[config.mk]
export PLATFORM = sky130hd
export DESIGN_NAME = ptmr_top
export DESIGN_NICKNAME = d
export VERILOG_FILES = /design/src/verilog/ptmr_pkg.sv /design/src/verilog/ptmr_top.sv
export SDC_FILE = /design/constraint.sdc
export NUM_CORES = 1
export LEC_CHECK = 0
export ABC_AREA = 1
export BUFFER_PORTS_ARGS = -buffer_cell sky130_fd_sc_hd__buf_2
export CORE_MARGIN = 10
export CORE_UTILIZATION = 29
export CTS_CLUSTER_DIAMETER = 60
export DETAILED_ROUTE_END_ITERATION = 10
export HOLD_SLACK_MARGIN = 0.08
export PLACE_DENSITY_LB_ADDON = 0.3
export SETUP_SLACK_MARGIN = 0.15
export SKIP_CTS_REPAIR_TIMING = 1
export SYNTH_ARGS = -nofsm -noshare
export SYNTH_HDL_FRONTEND = slang
export SYNTH_SLANG_ARGS = --single-unit
[constraint.sdc]
create_clock -name core_clk -period 3.6 [get_ports core_clk]
set_clock_uncertainty 0.2 [all_clocks]
set_input_delay 0.72 -clock core_clk [delete_from_list [all_inputs] [get_ports core_clk]]
set_output_delay 0.72 -clock core_clk [all_outputs]
set_load 0.02 [all_outputs]
[src/verilog/ptmr_pkg.sv]
// Package: register map, field positions and constants of the periodic timer
package ptmr_pkg;
  localparam logic [11:0] ADDR_CLOCK_RUN_CONTROL = 12'h000;
  localparam logic [11:0] ADDR_MODE_PIN_CONTROL  = 12'h004;
  localparam logic [11:0] ADDR_COUNTER_LOW       = 12'h008;
  localparam logic [11:0] ADDR_COUNTER_HIGH      = 12'h00c;
  localparam logic [11:0] ADDR_COMPARE_A_LOW     = 12'h010;
  localparam logic [11:0] ADDR_COMPARE_A_HIGH    = 12'h014;
  localparam logic [11:0] ADDR_COMPARE_P_LOW     = 12'h018;
  localparam logic [11:0] ADDR_COMPARE_P_HIGH    = 12'h01c;
  localparam int CNT_W = 10;
  localparam logic [7:0] CRC_RESET  = 8'h00;
  localparam logic [7:0] CRC_WMASK  = 8'hf8; // Bits 2..0 read as zero
  localparam logic [7:0] MPC_RESET  = 8'h00;
  localparam logic [7:0] HIGH_WMASK = 8'h03; // Bits 7..2 read as zero
  // Clock select codes
  localparam logic [2:0] CKS_H_DIV4  = 3'h0;
  localparam logic [2:0] CKS_H       = 3'h1;
  localparam logic [2:0] CKS_H_DIV16 = 3'h2;
  localparam logic [2:0] CKS_H_DIV64 = 3'h3;
  localparam logic [2:0] CKS_SUB0    = 3'h4;
  localparam logic [2:0] CKS_SUB1    = 3'h5;
  localparam logic [2:0] CKS_EXT_RISE = 3'h6;
  localparam logic [2:0] CKS_EXT_FALL = 3'h7;
  localparam logic [5:0] PRE_MAX     = 6'h3f;
  // Mode codes
  localparam logic [1:0] MODE_COMPARE = 2'h0;
  localparam logic [1:0] MODE_CAPTURE = 2'h1;
  localparam logic [1:0] MODE_PWM     = 2'h2;
  localparam logic [1:0] MODE_TIMER   = 2'h3;
  // Pin function codes
  localparam logic [1:0] PF_0 = 2'h0;
  localparam logic [1:0] PF_1 = 2'h1;
  localparam logic [1:0] PF_2 = 2'h2;
  localparam logic [1:0] PF_3 = 2'h3;

  typedef struct packed {
    logic       counter_pause;
    logic [2:0] counter_clock_select;
    logic       counter_run;
    logic [2:0] unused;
  } ptmr_crc_t;

  typedef struct packed {
    logic [1:0] operating_mode_select;
    logic [1:0] pin_function_select;
    logic       output_initial_level;
    logic       output_invert;
    logic       capture_source_select;
    logic       counter_clear_select;
  } ptmr_mpc_t;
endpackage : ptmr_pkg

[src/verilog/ptmr_top.sv]
// Periodic timer: APB register set, 10-bit counter, comparators and pin logic
//
// Contract
// - Clock select picks divided high, sub or pin edge
// - Run bit enables counting, clear stops it
// - Run rise zeroes counter, fall holds value
// - Run rise restores initial output level
// - Unimplemented control and high bits read zero
// - Mode field: compare, capture, PWM, timer
// - Compare match drives pin: hold, low, high, toggle
// - PWM field: inactive, active, PWM, single pulse
// - Capture trigger: rise, fall, both, disabled
// - Match to initial level shows no change
// - Initial level bit sets pre-match pin level
// - Initial bit sets PWM activity, pulse start
// - Invert bit inverts pin in every mode
// - Capture source: io pin or clock pin
// - Clear select: match A, else P/overflow
// - Overflow clears only with compare P zero
// - Clear select ignored in PWM, pulse, capture
// - Counter read-only, split low and high
// - Compare A held in low/high pair
// - Compare P held in low/high pair
// - Ten-bit up counter with two comparators
// - Pause bit freezes counter, resumes later
//
// Our own choices: the register offsets and the APB register port.
`timescale 1ns/1ns
module ptmr_top
  import ptmr_pkg::*;
(
  input  wire logic        core_clk,
  input  wire logic        rst,
  input  wire logic        psel,
  input  wire logic        penable,
  input  wire logic        pwrite,
  input  wire logic [11:0] paddr,
  input  wire logic [31:0] pwdata,
  input  wire logic [3:0]  pstrb,
  output logic      [31:0] prdata,
  output logic             pready,
  output logic             pslverr,
  input  wire logic        sub_clk_tick,
  input  wire logic        external_clock_pin,
  input  wire logic        timer_io_pin_in,
  output logic             timer_io_pin_out,
  output logic             timer_io_pin_oe,
  output logic             match_a_event,
  output logic             match_p_event,
  output logic             capture_event
);
  ptmr_crc_t        crc;
  ptmr_mpc_t        mpc;
  logic [CNT_W-1:0] counter;
  logic [CNT_W-1:0] compare_a_value;
  logic [CNT_W-1:0] compare_p_value;
  logic [CNT_W-1:0] capture_value;
  logic [1:0]       ck_sync;
  logic [1:0]       io_sync;
  logic             ck_d;
  logic             io_d;
  logic             run_d;
  logic [5:0]       prescale;
  logic             tick;
  logic             out_raw;
  logic             apb_wr;
  logic             apb_rd;
  logic             run_rise;
  logic             match_a;
  logic             match_p;
  logic             overflow;
  logic             clear_cnt;
  logic             pulse_stop;
  logic             trig_edge;
  logic             cap_hit;
  logic             pin_level;
  logic [7:0]       wbyte;

  // High register decode is shared by three register pairs
  function automatic logic [7:0] high_byte(input logic [CNT_W-1:0] v);
    high_byte = {6'h00, v[9:8]};
  endfunction : high_byte

  // APB strobes; slave answers in the access cycle, no wait states
  assign apb_wr = psel && penable && pwrite && pstrb[0];
  assign apb_rd = psel && !penable && !pwrite;
  assign wbyte  = pwdata[7:0];
  assign run_rise = crc.counter_run && !run_d;

  // Pin synchronisers; logic reads the second stage and its one-cycle delayed copy
  always_ff @(posedge core_clk or posedge rst) begin
    if (rst) begin
      ck_sync <= 2'h0;
      io_sync <= 2'h0;
      ck_d    <= 1'b0;
      io_d    <= 1'b0;
      run_d   <= 1'b0;
    end else begin
      ck_sync <= {ck_sync[0], external_clock_pin};
      io_sync <= {io_sync[0], timer_io_pin_in};
      ck_d    <= ck_sync[1];
      io_d    <= io_sync[1];
      run_d   <= crc.counter_run;
    end
  end

  // Prescaler for the high clock divisions; free-running keeps it simple
  always_ff @(posedge core_clk or posedge rst) begin
    if (rst) begin
      prescale <= 6'h00;
    end else begin
      prescale <= prescale + 6'h01;
    end
  end

  // Count enable selection from the clock field
  always_comb begin
    case (crc.counter_clock_select)
      CKS_H_DIV4:   tick = (prescale[1:0] == PRE_MAX[1:0]);
      CKS_H:        tick = 1'b1;
      CKS_H_DIV16:  tick = (prescale[3:0] == PRE_MAX[3:0]);
      CKS_H_DIV64:  tick = (prescale == PRE_MAX);
      CKS_SUB0,
      CKS_SUB1:     tick = sub_clk_tick;
      CKS_EXT_RISE: tick = ck_sync[1] && !ck_d;
      CKS_EXT_FALL: tick = !ck_sync[1] && ck_d;
      default:      tick = 1'b0;
    endcase
  end

  // Comparators against the current count
  assign match_a  = tick && (counter == compare_a_value);
  assign match_p  = tick && (counter == compare_p_value);
  assign overflow = tick && (counter == {CNT_W{1'b1}});

  // Clear condition; clear select only counts in compare and timer modes
  always_comb begin
    if (mpc.operating_mode_select == MODE_PWM && mpc.pin_function_select == PF_3) begin
      clear_cnt = 1'b0; // Single pulse stops at compare A; compare P is unused
    end else if (mpc.operating_mode_select == MODE_PWM ||
                 mpc.operating_mode_select == MODE_CAPTURE) begin
      // A zero compare P would otherwise pin the counter at zero; wrap instead
      clear_cnt = (compare_p_value == '0) ? overflow : match_p;
    end else if (mpc.counter_clear_select) begin
      clear_cnt = match_a;
    end else if (compare_p_value == '0) begin
      clear_cnt = overflow;
    end else begin
      clear_cnt = match_p;
    end
  end

  // Single pulse ends at compare A and clears the run bit
  assign pulse_stop = crc.counter_run && match_a &&
                      mpc.operating_mode_select == MODE_PWM &&
                      mpc.pin_function_select == PF_3;

  // Control register; pulse end beats a software write of the run bit
  always_ff @(posedge core_clk or posedge rst) begin
    if (rst) begin
      crc <= CRC_RESET;
    end else begin
      if (apb_wr && paddr == ADDR_CLOCK_RUN_CONTROL) begin
        crc <= wbyte & CRC_WMASK;
      end
      if (pulse_stop) begin
        crc.counter_run <= 1'b0;
      end
    end
  end

  // Mode/pin and compare registers
  always_ff @(posedge core_clk or posedge rst) begin
    if (rst) begin
      mpc             <= MPC_RESET;
      compare_a_value <= '0;
      compare_p_value <= '0;
    end else if (apb_wr) begin
      case (paddr)
        ADDR_MODE_PIN_CONTROL:  mpc <= wbyte;
        ADDR_COMPARE_A_LOW:     compare_a_value[7:0] <= wbyte;
        ADDR_COMPARE_A_HIGH:    compare_a_value[9:8] <= wbyte[1:0];
        ADDR_COMPARE_P_LOW:     compare_p_value[7:0] <= wbyte;
        ADDR_COMPARE_P_HIGH:    compare_p_value[9:8] <= wbyte[1:0];
        default: ;
      endcase
    end
  end

  // Counter: zeroed on run rise, held when stopped or paused
  always_ff @(posedge core_clk or posedge rst) begin
    if (rst) begin
      counter <= '0;
    end else if (run_rise) begin
      counter <= '0;
    end else if (crc.counter_run && !crc.counter_pause && tick) begin
      if (pulse_stop) begin
        counter <= counter;
      end else if (clear_cnt) begin
        counter <= '0;
      end else begin
        counter <= counter + 10'h001;
      end
    end
  end

  // Capture trigger edge from the selected pin
  always_comb begin
    logic now;
    logic was;
    now = mpc.capture_source_select ? ck_sync[1] : io_sync[1];
    was = mpc.capture_source_select ? ck_d : io_d;
    case (mpc.pin_function_select)
      PF_0:    trig_edge = now && !was;
      PF_1:    trig_edge = !now && was;
      PF_2:    trig_edge = now ^ was;
      default: trig_edge = 1'b0;
    endcase
  end
  assign cap_hit = trig_edge && crc.counter_run &&
                   mpc.operating_mode_select == MODE_CAPTURE;

  // Capture latch and event pulses
  always_ff @(posedge core_clk or posedge rst) begin
    if (rst) begin
      capture_value <= '0;
      capture_event <= 1'b0;
      match_a_event <= 1'b0;
      match_p_event <= 1'b0;
    end else begin
      if (cap_hit) begin
        capture_value <= counter;
      end
      capture_event <= cap_hit;
      match_a_event <= match_a && crc.counter_run && !crc.counter_pause;
      match_p_event <= match_p && crc.counter_run && !crc.counter_pause &&
                       !(mpc.counter_clear_select &&
                         mpc.operating_mode_select[0] == mpc.operating_mode_select[1]);
    end
  end

  // Raw output state before polarity
  always_ff @(posedge core_clk or posedge rst) begin
    if (rst) begin
      out_raw <= 1'b0;
    end else if (run_rise) begin
      out_raw <= mpc.output_initial_level;
    end else if (crc.counter_run && !crc.counter_pause) begin
      case (mpc.operating_mode_select)
        MODE_COMPARE: begin
          if (match_a) begin
            case (mpc.pin_function_select)
              PF_1:    out_raw <= 1'b0;
              PF_2:    out_raw <= 1'b1;
              PF_3:    out_raw <= !out_raw;
              default: out_raw <= out_raw;
            endcase
          end
        end
        MODE_PWM: begin
          case (mpc.pin_function_select)
            PF_0: out_raw <= !mpc.output_initial_level;
            PF_1: out_raw <= mpc.output_initial_level;
            PF_2: begin
              if (tick) begin
                // Active while next count is below duty, 100% when duty > period
                if (clear_cnt) begin
                  out_raw <= (compare_a_value != '0) ? mpc.output_initial_level
                                                     : !mpc.output_initial_level;
                end else if (counter + 10'h001 == compare_a_value) begin
                  out_raw <= !mpc.output_initial_level;
                end
              end
            end
            default: begin
              if (pulse_stop) begin
                out_raw <= !mpc.output_initial_level;
              end
            end
          endcase
        end
        default: out_raw <= out_raw;
      endcase
    end
  end

  // Pin driver with polarity; pin is input in capture and timer modes
  assign pin_level = out_raw ^ mpc.output_invert;
  always_ff @(posedge core_clk or posedge rst) begin
    if (rst) begin
      timer_io_pin_out <= 1'b0;
      timer_io_pin_oe  <= 1'b0;
    end else begin
      timer_io_pin_out <= pin_level;
      timer_io_pin_oe  <= (mpc.operating_mode_select == MODE_COMPARE) ||
                          (mpc.operating_mode_select == MODE_PWM);
    end
  end

  // APB read data registered in setup cycle, valid in access cycle
  always_ff @(posedge core_clk or posedge rst) begin
    if (rst) begin
      prdata <= 32'h00000000;
    end else if (apb_rd) begin
      case (paddr)
        ADDR_CLOCK_RUN_CONTROL: prdata <= {24'h000000, crc & CRC_WMASK};
        ADDR_MODE_PIN_CONTROL:  prdata <= {24'h000000, mpc};
        ADDR_COUNTER_LOW:       prdata <= {24'h000000, counter[7:0]};
        ADDR_COUNTER_HIGH:      prdata <= {24'h000000, high_byte(counter)};
        ADDR_COMPARE_A_LOW:     prdata <= {24'h000000, compare_a_value[7:0]};
        ADDR_COMPARE_A_HIGH:    prdata <= {24'h000000, high_byte(compare_a_value)};
        ADDR_COMPARE_P_LOW:     prdata <= {24'h000000, compare_p_value[7:0]};
        ADDR_COMPARE_P_HIGH:    prdata <= {24'h000000, high_byte(compare_p_value)};
        default:                prdata <= 32'h00000000;
      endcase
    end
  end

  // Ready always high; unmapped addresses and counter writes flag an error
  always_ff @(posedge core_clk or posedge rst) begin
    if (rst) begin
      pready  <= 1'b0;
      pslverr <= 1'b0;
    end else begin
      pready  <= 1'b1;
      pslverr <= psel && !penable &&
                 (paddr > ADDR_COMPARE_P_HIGH || paddr[1:0] != 2'h0 ||
                  (pwrite && (paddr == ADDR_COUNTER_LOW || paddr == ADDR_COUNTER_HIGH)));
    end
  end
endmodule : ptmr_top

==> Flow_metrics.wiki <==
{| class="wikitable"
! Metric !! Value
|-
| Via density per instance || 4.71
|-
| Kind of launch point of the worst setup path || flip-flop
|-
| Kind of cell with the highest combined delay on the critical path || simple AND/OR/NAND/NOR gates
|-
| Top post-synthesis cells by area || dfrtp_1 (42%), nand2_1 (11%), inv_1 (6.2%)
|-
| Floorplan die width || 141 um
|-
| Cell-by-cell trace of the critical path || xnor2_1 > nand3_1 > nor2_1 > nand4_1 > nand2_2 > clkinv_1 > o21ai_0
|-
| DRT Wirelength || approximately 12000 um
|-
| CTS sink count || 72
|-
| Arrival time of data at the critical path endpoint || between 2 and 2.5 ns
|-
| Final-stage net count || 663
|-
| Min-Delay Endpoint || io_sync[1]$_DFF_PP0_
|-
| GPL Wtd Cong || between 0.9 and 1
|-
| Count of distinct cell types in the synthesized netlist || 38
|-
| Most instantiated flip-flop cell in the synthesis netlist || dfrtp_1
|-
| Crit path buffers/inverters || 1
|-
| Period utilization || 67.0%
|-
| Core Footprint || 14500 sq um
|-
| Seq/Total Area, Yosys || 42.3%
|-
| Wire length of the first global-routing pass || between 15000 and 20000 um
|-
| Routed WL per cell || 15.5 um
|-
| Hold Path Cell Cnt || 0
|-
| Count of unresolved DRC violations after routing || 0
|-
| Number of violations of the max-capacitance limit || 0
|-
| Max Slew Vio Count || 0
|-
| Path category of the worst min-delay check || flip-flop to flip-flop
|-
| Layout Area Growth over Synthesis || 15.5%
|-
| Mapped Area || 4260 sq um
|-
| Total power divided by cell area || 378 nW/um^2
|-
| Slew Limit Headroom || 63.5%
|-
| Critical Path Max Stage Delay || 0.48 ns
|-
| Cts bufs inserted || 9
|-
| Peak ir drop on the vdd network || 191 uV
|-
| Placed Cells incl. Taps || 769
|-
| Number of cells on the worst reg-to-reg path || 7
|-
| Number of enable-type register cells in the synthesized netlist || 0
|-
| Fraction of layout cells with a size suffix above 1 || 15.1%
|-
| Antenna-violating nets left || 0
|-
| Synth warn || 0
|-
| Util after Layout || 34.0%
|-
| I/O pin count || 95
|-
| Clock Tree Buf Depth || 2
|-
| Die height || 141 um
|-
| Overall die area || approximately 20000 sq um
|-
| Share of the synthesized area in the top cell type || 42.3%
|-
| Critical path type || flip-flop to flip-flop
|-
| Number of DRC violations after detailed-routing iteration 0 || 302
|-
| Syn Inst Count || ~540
|-
| Post-layout instance count excluding filler cells || 785
|-
| RSZ-0062 raised after global routing || false
|-
| Slowest cell on the critical path || dfrtp_1
|-
| Port-buffer cells || 43
|-
| Worst setup path startpoint || counter[4]$_DFFE_PP0P_
|-
| Maximum fanout count along the critical path || 10
|-
| Required time at the endpoint of the critical path || 3.66 ns
|-
| Via count of the first global-routing pass || 3728
|-
| FP Rows || 44
|-
| Time the final worst path needs with I/O delays and setup || 2.41 ns
|-
| GR Overflow Total || 0
|-
| Post-synth ARST share || 100%
|-
| 1st-pass router iterations || 5
|-
| Number of endpoints failing setup at the final stage || 0
|-
| Worst R2R Start || counter[4]$_DFFE_PP0P_
|-
| Mean area per synthesized cell || 7.82 sq um
|-
| CTS clk-pin slew, worst paths || 0.06 ns
|-
| Pin count of the biggest net entering global routing || 32
|-
| FILL cells || 1545
|-
| Worst slew pin tran || 0.544 ns
|-
| Maximum achievable frequency || 415 MHz
|-
| Root Buffer || clkbuf_16
|-
| Top-count cell post-synth || nand2_1
|-
| Tot GR Track Use || between 10% and 20%
|-
| Status || finished, final reports clean
|-
| Leakage power figure || roughly 0.0025 uW
|-
| Initial cell density of the core || 29.4%
|-
| Setup TNS || 0 ns
|-
| Hold path startpoint || io_sync[0]$_DFF_PP0_
|-
| FF+latch count, synth || 72
|-
| Cell type with the highest aggregate area in the netlist || dfrtp_1
|-
| Worst-skew pair later-pin latency || 0.34 ns
|-
| Count of inserted antenna diode cells || 0
|-
| CTS tree || built
|-
| Final HPWL DP || 9770 um
|-
| Vias post-DR || 3698
|-
| Worst-case register-to-register setup slack || 1.19 ns
|-
| Most numerous cell types in the synthesized netlist || nand2_1 (121), dfrtp_1 (72), inv_1 (70)
|-
| Number of antenna violations at the first check in global routing || 0
|-
| CTS H-tree lvls || 3
|-
| Total count of hold-check failures in the final report || 0
|-
| Terminus of the critical flop-to-flop path || counter[2]$_DFFE_PP0P_
|-
| Worst setup EP type || flip-flop
|}
[routing by layer]
metal,global-route usage [%],part of all wire [%],vias up,wire [um]
li1,-,-,1820,-
met1,16.1,47,1770,5710
met2,19.6,47,92,5730
met3,2.52,4.4,16,536
met4,4.08,1.3,0,163
met5,0,0,-,0
[how the worst max path moves through the flow]
stage | end | cells after the start | slack (ns)
4_1_cts | counter[2]$_DFFE_PP0P_ | 10 | 1.15
3_3_place_gp | mpc[5]$_DFFE_PP0P_ | 9 | 0.95
5_1_grt | counter[2]$_DFFE_PP0P_ | 7 | 0.89
3_5_place_dp | mpc[6]$_DFFE_PP0P_ | 9 | 0.93
6_report | counter[2]$_DFFE_PP0P_ | 7 | 1.19
2_1_floorplan | capture_event$_DFF_PP0_ | 1 | 0.86
[registers in the layout, indices dropped and copies added (netlist names)]
register and cells:
compare_a_value 10, compare_p_value 10, counter 10, mpc 8, prdata 8, prescale 6, crc 5, ck_sync 2
io_sync 2, capture_event 1, ck_d 1, io_d 1, match_a_event 1, match_p_event 1, out_raw 1, pready 1
pslverr 1, run_d 1, timer_io_pin_oe 1, timer_io_pin_out 1
[worst register-to-register path, cell delays in order, from the launching register on]
cell and delay [ns]:
dfrtp_1 0.48, xnor2_1 0.35, nand3_1 0.12, nor2_1 0.29, nand4_1 0.15, nand2_2 0.18, clkinv_1 0.29, o21ai_0 0.25
[report_power, final]
group	switching, uW	internal [uW]	total, uW
logic	86.5	33.6	120
clock network	372	544	915
registers	5.28	815	821
[cell families after synthesis]
logic type | share of synthesized area, %
simple gates | 24.3
other cells | 0.176
compound gates | 13.2
fa+ha+maj | 3.23
buf+inv | 11.2
flops | 42.3
xor+xnor | 5.53
[through the flow]
stage                     instance area, sq um  hold WS, ns  setup WS, ns  total power [uW]
after floorplan                           4340        0.131         0.855               936
final                                     4920        0.151          1.19              1860
after detailed placement                  4610        0.143         0.927               957
after CTS                                 4920        0.157          1.15              1870
after global routing                      4920        0.166         0.886              1930
after global placement                    4610        0.138         0.952               955
[placed cells by master (no fill, tap or decap), types with 2 or more instances in the layout]
| master | instances |
|---|---|
| nand4_1 | 5 |
| buf_4 | 4 |
| dfrtp_1 | 72 |
| inv_2 | 3 |
| clkbuf_16 | 9 |
| ha_1 | 11 |
| inv_6 | 3 |
| nand2_2 | 9 |
| xor2_1 | 21 |
| inv_1 | 69 |
| o41ai_1 | 3 |
| o2bb2ai_1 | 3 |
| nor4_1 | 3 |
| o21ai_0 | 52 |
| nor2_4 | 4 |
| nor2_1 | 41 |
| conb_1 | 25 |
| o21ai_1 | 7 |
| nor3_1 | 10 |
| nand2_1 | 121 |
| nor2_2 | 7 |
| o211ai_1 | 2 |
| a21oi_1 | 14 |
| o22ai_1 | 8 |
| xnor2_1 | 4 |
| nand3_1 | 26 |
| nand3_2 | 2 |
| a31oi_1 | 2 |
| buf_2 | 43 |
| o31ai_1 | 5 |
[final cells by class]
type / instances / area [sq um] / share of cell area [%]
Clock buffer: 9 / 225 / 4.58
Clock inverter: 7 / 77.6 / 1.58
Sequential cell: 72 / 1800 / 36.7
Inverter: 73 / 274 / 5.57
Tap cell: 184 / 230 / 4.68
Timing Repair Buffer: 47 / 245 / 4.99
Multi-Input combinational cell: 393 / 2060 / 41.9
(Power assumes the default switching activity.)
